==> config.mk <==
export PLATFORM = sky130hd
export DESIGN_NAME = osg_status_group
export DESIGN_NICKNAME = d
export VERILOG_FILES = /design/src/rtl/osg_pkg.sv /design/src/rtl/osg_flag_sync.sv /design/src/rtl/osg_status_group.sv
export SDC_FILE = /design/constraint.sdc
export NUM_CORES = 1
export LEC_CHECK = 0
export ABC_AREA = 1
export BUFFER_PORTS_ARGS = -buffer_cell sky130_fd_sc_hd__buf_2
export CAP_MARGIN = 0
export CORE_MARGIN = 5
export CORE_UTILIZATION = 53
export DETAILED_ROUTE_END_ITERATION = 8
export GPL_TIMING_DRIVEN = 1
export PLACE_DENSITY = 0.84
export SETUP_SLACK_MARGIN = 0.1
export SLEW_MARGIN = 20
export SYNTH_ARGS = -nofsm -noshare
export SYNTH_HDL_FRONTEND = slang
export SYNTH_HIERARCHICAL = 1
export SYNTH_SLANG_ARGS = --single-unit
export TNS_END_PERCENT = 10
==> constraint.sdc <==
create_clock -name clk -period 1.7 [get_ports clk]
set_clock_uncertainty 0.15 [all_clocks]
set_input_delay 0.085 -clock clk [delete_from_list [all_inputs] [get_ports clk]]
set_output_delay 0.085 -clock clk [all_outputs]
set_load 0.02 [all_outputs]
==> src/rtl/osg_pkg.sv <==
// osg_pkg: constants and command codes for the operation status group
// assumes one clock domain; values move as plain 16-bit binary words
package osg_pkg;

  localparam int unsigned OSG_W = 16;

  // condition bit positions
  localparam int unsigned OSG_BIT_IQ_CAL    = 0;
  localparam int unsigned OSG_BIT_SETTLING  = 1;
  localparam int unsigned OSG_BIT_SWEEPING  = 3;
  localparam int unsigned OSG_BIT_MEASURING = 4;
  localparam int unsigned OSG_BIT_WAIT_TRIG = 5;
  localparam int unsigned OSG_BIT_DC_NULL   = 9;
  localparam int unsigned OSG_BIT_BASEBAND  = 10;
  localparam int unsigned OSG_BIT_SWEEP_CALC = 11;
  localparam int unsigned OSG_BIT_TESTER_SYNC = 12;
  localparam int unsigned OSG_BIT_ALWAYS_ZERO = 15;

  // number of synchroniser lanes: nine activity flags above a tied-low lane 0
  localparam int unsigned OSG_NFLAGS = 10;

  // bits that may ever read as one in the condition register
  localparam logic [15:0] OSG_COND_USED  = 16'h1e3b;
  // bits removed by the reduced-feature build
  localparam logic [15:0] OSG_COND_REDUCED = 16'h1411;

  // reset values
  localparam logic [15:0] OSG_RST_ZERO = 16'h0000;
  localparam logic [15:0] OSG_RST_RISE = 16'hffff;
  localparam logic [15:0] OSG_RST_FALL = 16'h0000;

  // command codes on the command port
  typedef enum logic [3:0] {
    OSG_OP_READ_COND,
    OSG_OP_READ_EVENT,
    OSG_OP_READ_RISE,
    OSG_OP_READ_FALL,
    OSG_OP_READ_MASK,
    OSG_OP_WRITE_RISE,
    OSG_OP_WRITE_FALL,
    OSG_OP_WRITE_MASK,
    OSG_OP_CLEAR_STATUS,
    OSG_OP_SUPPRESS_ON,
    OSG_OP_SUPPRESS_OFF
  } osg_op_t;

endpackage

==> src/rtl/osg_flag_sync.sv <==
// osg_flag_sync: three-stage synchroniser with agreement filter for activity flags
// assumes flags arrive from outside the clk domain
`timescale 1ns/1ps
module osg_flag_sync #(
  parameter int unsigned W = 10
) (
  input  wire logic         clk,
  input  wire logic         resetn,
  input  wire logic [W-1:0] flag_in,
  output logic      [W-1:0] flag_out
);

  logic [W-1:0] stage1_r;
  logic [W-1:0] stage2_r;
  logic [W-1:0] stage3_r;
  logic [W-1:0] flag_nxt;

  // a flag changes only once the second and third stages agree
  assign flag_nxt = (stage2_r & stage3_r) | (flag_out & (stage2_r | stage3_r));

  always_ff @(posedge clk or negedge resetn) begin
    if (!resetn) begin
      stage1_r <= '0;
      stage2_r <= '0;
      stage3_r <= '0;
      flag_out <= '0;
    end else begin
      stage1_r <= flag_in;
      stage2_r <= stage1_r;
      stage3_r <= stage2_r;
      flag_out <= flag_nxt;
    end
  end

endmodule

==> src/rtl/osg_status_group.sv <==
// osg_status_group: operation status group with condition, filters, event latch and mask
// assumes host commands arrive one per cycle on the command port in the clk domain
`timescale 1ns/1ps
module osg_status_group #(
  parameter bit HAS_BIT_ERROR_TESTER = 1'b1,
  parameter bit REDUCED_FEATURE      = 1'b0
) (
  input  wire logic         clk,
  input  wire logic         resetn,
  input  wire logic         iq_cal_active,
  input  wire logic         settling_active,
  input  wire logic         sweep_active,
  input  wire logic         bit_error_tester_measuring,
  input  wire logic         trigger_wait_active,
  input  wire logic         traffic_channel_sync_mode_en,
  input  wire logic         traffic_channel_sync_armed,
  input  wire logic         dc_coupled_fm_null_active,
  input  wire logic         baseband_busy_summary,
  input  wire logic         sweep_calc_active,
  input  wire logic         bit_error_tester_syncing,
  input  wire logic         cmd_valid,
  input  wire logic [3:0]   cmd_op,
  input  wire logic [15:0]  cmd_wdata,
  output logic              rsp_valid,
  output logic      [15:0]  rsp_data,
  output logic              summary_out,
  output logic              suppress_active
);

  logic [osg_pkg::OSG_NFLAGS-1:0] flag_raw;
  logic [osg_pkg::OSG_NFLAGS-1:0] flag_sync;

  logic [15:0] operation_condition_r;
  logic [15:0] operation_rise_filter_r;
  logic [15:0] operation_fall_filter_r;
  logic [15:0] operation_event_latch_r;
  logic [15:0] operation_event_mask_r;

  logic [15:0] cond_nxt;
  logic [15:0] cond_live;
  logic [15:0] cond_keep;
  logic [15:0] rise_hit;
  logic [15:0] fall_hit;
  logic [15:0] event_set;
  logic [15:0] event_nxt;
  logic [15:0] rise_nxt;
  logic [15:0] fall_nxt;
  logic [15:0] mask_nxt;
  logic [15:0] read_data;
  logic        suppress_nxt;
  logic        summary_nxt;
  logic        rsp_valid_nxt;
  logic [15:0] rsp_data_nxt;

  // bits now high that were low before, limited to the selected filter bits
  function automatic logic [15:0] edge_hits(input logic [15:0] now_v,
                                            input logic [15:0] was_v,
                                            input logic [15:0] filt);
    edge_hits = now_v & ~was_v & filt;
  endfunction

  wire osg_pkg::osg_op_t op = osg_pkg::osg_op_t'(cmd_op);

  wire is_rd_cond  = cmd_valid && (op == osg_pkg::OSG_OP_READ_COND);
  wire is_rd_event = cmd_valid && (op == osg_pkg::OSG_OP_READ_EVENT);
  wire is_rd_rise  = cmd_valid && (op == osg_pkg::OSG_OP_READ_RISE);
  wire is_rd_fall  = cmd_valid && (op == osg_pkg::OSG_OP_READ_FALL);
  wire is_rd_mask  = cmd_valid && (op == osg_pkg::OSG_OP_READ_MASK);
  wire is_wr_rise  = cmd_valid && (op == osg_pkg::OSG_OP_WRITE_RISE);
  wire is_wr_fall  = cmd_valid && (op == osg_pkg::OSG_OP_WRITE_FALL);
  wire is_wr_mask  = cmd_valid && (op == osg_pkg::OSG_OP_WRITE_MASK);
  wire is_cls      = cmd_valid && (op == osg_pkg::OSG_OP_CLEAR_STATUS);
  wire is_sup_on   = cmd_valid && (op == osg_pkg::OSG_OP_SUPPRESS_ON);
  wire is_sup_off  = cmd_valid && (op == osg_pkg::OSG_OP_SUPPRESS_OFF);
  wire is_read     = is_rd_cond | is_rd_event | is_rd_rise | is_rd_fall | is_rd_mask;

  // flag order inside the synchroniser
  assign flag_raw = {bit_error_tester_syncing,
                     sweep_calc_active,
                     baseband_busy_summary,
                     dc_coupled_fm_null_active,
                     trigger_wait_active | (traffic_channel_sync_mode_en &
                                            traffic_channel_sync_armed),
                     bit_error_tester_measuring,
                     sweep_active,
                     settling_active,
                     iq_cal_active,
                     1'b0};

  osg_flag_sync #(
    .W (osg_pkg::OSG_NFLAGS)
  ) u_sync (
    .clk      (clk),
    .resetn   (resetn),
    .flag_in  (flag_raw),
    .flag_out (flag_sync)
  );

  // place each synchronised flag on its condition bit
  always_comb begin
    cond_live = '0;
    cond_live[osg_pkg::OSG_BIT_IQ_CAL]      = flag_sync[1];
    cond_live[osg_pkg::OSG_BIT_SETTLING]    = flag_sync[2];
    cond_live[osg_pkg::OSG_BIT_SWEEPING]    = flag_sync[3];
    cond_live[osg_pkg::OSG_BIT_MEASURING]   = flag_sync[4] & HAS_BIT_ERROR_TESTER;
    cond_live[osg_pkg::OSG_BIT_WAIT_TRIG]   = flag_sync[5];
    cond_live[osg_pkg::OSG_BIT_DC_NULL]     = flag_sync[6];
    cond_live[osg_pkg::OSG_BIT_BASEBAND]    = flag_sync[7];
    cond_live[osg_pkg::OSG_BIT_SWEEP_CALC]  = flag_sync[8];
    cond_live[osg_pkg::OSG_BIT_TESTER_SYNC] = flag_sync[9];
  end

  // unused and top bits forced low; reduced build drops optional bits
  assign cond_keep = REDUCED_FEATURE ? (osg_pkg::OSG_COND_USED & ~osg_pkg::OSG_COND_REDUCED)
                                     : osg_pkg::OSG_COND_USED;
  // condition freezes while maintenance is suppressed
  assign cond_nxt  = suppress_active ? operation_condition_r
                                     : (cond_live & cond_keep);

  // edge capture through the filters
  assign rise_hit  = edge_hits(cond_nxt, operation_condition_r, operation_rise_filter_r);
  assign fall_hit  = edge_hits(operation_condition_r, cond_nxt, operation_fall_filter_r);
  assign event_set = rise_hit | fall_hit;

  // clear by read or clear-status, new events win over the clear
  assign event_nxt = ((is_rd_event | is_cls) ? osg_pkg::OSG_RST_ZERO
                                             : operation_event_latch_r)
                     | event_set;

  assign rise_nxt = is_wr_rise ? cmd_wdata : operation_rise_filter_r;
  assign fall_nxt = is_wr_fall ? cmd_wdata : operation_fall_filter_r;
  assign mask_nxt = is_wr_mask ? cmd_wdata : operation_event_mask_r;

  assign suppress_nxt = is_sup_on ? 1'b1 : (is_sup_off ? 1'b0 : suppress_active);

  assign summary_nxt = |(event_nxt & mask_nxt);

  // read data selection
  always_comb begin
    if (is_rd_cond) begin
      read_data = operation_condition_r;
    end else if (is_rd_event) begin
      read_data = operation_event_latch_r;
    end else if (is_rd_rise) begin
      read_data = operation_rise_filter_r;
    end else if (is_rd_fall) begin
      read_data = operation_fall_filter_r;
    end else if (is_rd_mask) begin
      read_data = operation_event_mask_r;
    end else begin
      read_data = osg_pkg::OSG_RST_ZERO;
    end
  end

  assign rsp_valid_nxt = is_read;
  assign rsp_data_nxt  = is_read ? read_data : rsp_data;

  always_ff @(posedge clk or negedge resetn) begin
    if (!resetn) begin
      operation_condition_r <= osg_pkg::OSG_RST_ZERO;
    end else begin
      operation_condition_r <= cond_nxt;
    end
  end

  always_ff @(posedge clk or negedge resetn) begin
    if (!resetn) begin
      operation_rise_filter_r <= osg_pkg::OSG_RST_RISE;
    end else begin
      operation_rise_filter_r <= rise_nxt;
    end
  end

  always_ff @(posedge clk or negedge resetn) begin
    if (!resetn) begin
      operation_fall_filter_r <= osg_pkg::OSG_RST_FALL;
    end else begin
      operation_fall_filter_r <= fall_nxt;
    end
  end

  always_ff @(posedge clk or negedge resetn) begin
    if (!resetn) begin
      operation_event_latch_r <= osg_pkg::OSG_RST_ZERO;
    end else begin
      operation_event_latch_r <= event_nxt;
    end
  end

  always_ff @(posedge clk or negedge resetn) begin
    if (!resetn) begin
      operation_event_mask_r <= osg_pkg::OSG_RST_ZERO;
    end else begin
      operation_event_mask_r <= mask_nxt;
    end
  end

  always_ff @(posedge clk or negedge resetn) begin
    if (!resetn) begin
      suppress_active <= 1'b0;
    end else begin
      suppress_active <= suppress_nxt;
    end
  end

  always_ff @(posedge clk or negedge resetn) begin
    if (!resetn) begin
      summary_out <= 1'b0;
    end else begin
      summary_out <= summary_nxt;
    end
  end

  // response pulse and held read word
  always_ff @(posedge clk or negedge resetn) begin
    if (!resetn) begin
      rsp_valid <= 1'b0;
      rsp_data  <= osg_pkg::OSG_RST_ZERO;
    end else begin
      rsp_valid <= rsp_valid_nxt;
      rsp_data  <= rsp_data_nxt;
    end
  end

endmodule

==> qor.csv <==
metric;value;unit
max_freq;567;MHz
regToRegEndpoint;summary_out$_DFF_PN0_;
dp_worst_setup_slack;72.5;ps
syn_inst;621;
rsz0062_at_grt;true;
end_kind;flip-flop;
syn_area;0.00556;sq mm
violations;hold timing, setup timing;
fin_util;72.5;%
via_per_inst;5.93;
die_x;112;um
combPwrFrac;19.8;%
grt_pass1_vias;5288;
min_path_type;input pin to flip-flop;
worstPathMaxFanout;6;
tightest_slew;412;ps
gp_congestion;0.921;
core_area;0.0103;sq mm
drc;0;
p_int;6.92;mW
crit_required;1950;ps
cap_violations;0;
dr_total_vias;5322;
max-vdd-ir-drop;0.833;mV
grt.total_usage;25.6;%
grt_max_degree;43;
clockBufferDepth;2;
hold_viol;1;
port_buffers;52;
whs;-15.5;ps
placed_cell_area;0.00614;sq mm
wire_per_inst;18.8;um
fin_crit;1760;ps
ios;53;
worstSetupStartpointType;flip-flop;
cts_buffers;17;
finalNetCount;782;
initial_core_util;54.1;%
worstSetupPathType;flip-flop to flip-flop;
syn2layout_area_growth;34.1;%
cts_tree;yes;
finalWirelength;16.9;mm
drtAntennaViolNets;0;
crit_arrival;2020;ps
switching_power;3.14;mW
status;finished, violations left;
hold_start;cmd_op[1];
final-setup-viol-count;1;
p_seq_share;42.4;%
grt_pass1_wl;25.7;mm
r2r_cells;10;
slew_headroom;72.3;%
root_buffer;clkbuf_8;
h-tree-depth;4;
p_per_area;1350;mW/mm^2
dr.first_iter.drc_count;764;
p_leak;3.55;nW
grt_antenna_before_repair;0;
dieArea;0.0126;sq mm
insertion_delay;530;ps
pwr-share-clk;37.9;%
p_total;10.1;mW
yosys_warnings;6;
cts.clk_slew.worst_paths;70;ps
syn_area_per_cell;8.95;sq um
setup_slack;-62.6;ps
rrSetupSlack;-60;ps
diodes;0;
fp.dieH;112;um
first_pass_iters;6;
drv_slew;0;
grt_overflow;0;
synth_fp_nets;655;
final_area;0.00745;sq mm
r2r_start;suppress_active$_DFFE_PN0P_;
power_switching_share;31.2;%
post-route-period-util;104;%
hold_depth;5;
post-dp-hpwl;9.03;mm
holdPathEnd;operation_rise_filter_r[7]$_DFFE_PN1P_;
rows;37;
cts_sinks;135;
final_layout_size_suffix_gt1_share;22.5;%
-- metal layers --
metal  global-route usage, %  wire length (um)  vias to the layer above
li1                        -                 -                     2268
met1                    31.9              5900                     2487
met2                    42.8              8230                      452
met3                    5.93              1910                      115
met4                    11.4               860                        0
met5                       0                 0                        -
-- worst max-delay path by stage --
stage / start / to / slack [ps] / cells after the start
finish: suppress_active$_DFFE_PN0P_ / summary_out$_DFF_PN0_ / -60 / 10
global route: suppress_active$_DFFE_PN0P_ / summary_out$_DFF_PN0_ / -150 / 10
CTS: suppress_active$_DFFE_PN0P_ / summary_out$_DFF_PN0_ / 110 / 10
detailed placement: suppress_active$_DFFE_PN0P_ / summary_out$_DFF_PN0_ / 70 / 9
global placement: suppress_active$_DFFE_PN0P_ / summary_out$_DFF_PN0_ / 90 / 9
floorplan: suppress_active$_DFFE_PN0P_ / summary_out$_DFF_PN0_ / 110 / 10
-- what timing repair did --
action	in CTS	in global routing
hold endpoints to repair	208	0
buffers inserted	3	3
pin swaps	2	16
hold buffers	47	0
endpoints found under the setup margin	1	4
gates resized for setup	13	32
cloned	0	2
-- registers in the layout, indices dropped and copies added (netlist names), 16 cells and up --
| name | count |
|---|---|
| operation_condition_r | 16 |
| operation_event_latch_r | 16 |
| operation_event_mask_r | 16 |
| operation_fall_filter_r | 16 |
| operation_rise_filter_r | 16 |
| rsp_data | 16 |
-- layout by cell type (no fill, tap or decap), types with 3 or more instances in the layout --
| master | instances |
|---|---|
| dlygate4sd3_1 | 46 |
| o21ai_0 | 50 |
| nor3_1 | 3 |
| nand2_2 | 7 |
| nand3_1 | 65 |
| dfrtp_1 | 118 |
| a21oi_1 | 10 |
| o22ai_1 | 16 |
| buf_2 | 51 |
| inv_1 | 70 |
| buf_4 | 23 |
| inv_2 | 3 |
| nor2_1 | 55 |
| inv_6 | 7 |
| buf_6 | 3 |
| buf_12 | 5 |
| nand2_1 | 134 |
| nand3_2 | 4 |
| nand4_1 | 20 |
| bufinv_16 | 3 |
| dfstp_2 | 16 |
| nand2_4 | 3 |
| a21oi_2 | 5 |
| nor2_2 | 4 |
| clkbuf_16 | 16 |
-- per-stage QoR --
stage          std cells  TNS (ps)
4_1_cts              892         0
3_3_place_gp         810         0
3_5_place_dp         810         0
6_report             897     -62.6
2_1_floorplan        621         0
5_1_grt              897      -148
-- worst max-delay path, cell delays in order (launching register included) --
cell      delay (ps)
dfrtp_2          430
buf_6            170
clkinv_8          80
nand2_4           80
nand2_4           60
a21oi_2          140
nand2_1          100
nand2_1          110
nand3_2          100
nor2_2           140
nand3_1           90
-- cell type report --
cell class	count	area, sq um
flip-flops and latches	135	3400
fillers	652	2830
multi-input cells	388	1900
repair buffers	131	1060
clock buffers	18	428
inverters	74	290
clock inverters	14	186
well taps	136	170
repair inverters	1	8.76
-- power groups by stage --
stage / combinational, mW / clock, mW / sequential (mW)
floorplan: 0.886 / 0 / 4.30
global placement: 1.46 / 0 / 4.22
detailed placement: 1.53 / 0 / 4.25
CTS: 1.71 / 3.81 / 4.21
global route: 2.15 / 3.98 / 4.31
finish: 1.99 / 3.81 / 4.26
Power figures use the tool's default switching activity.
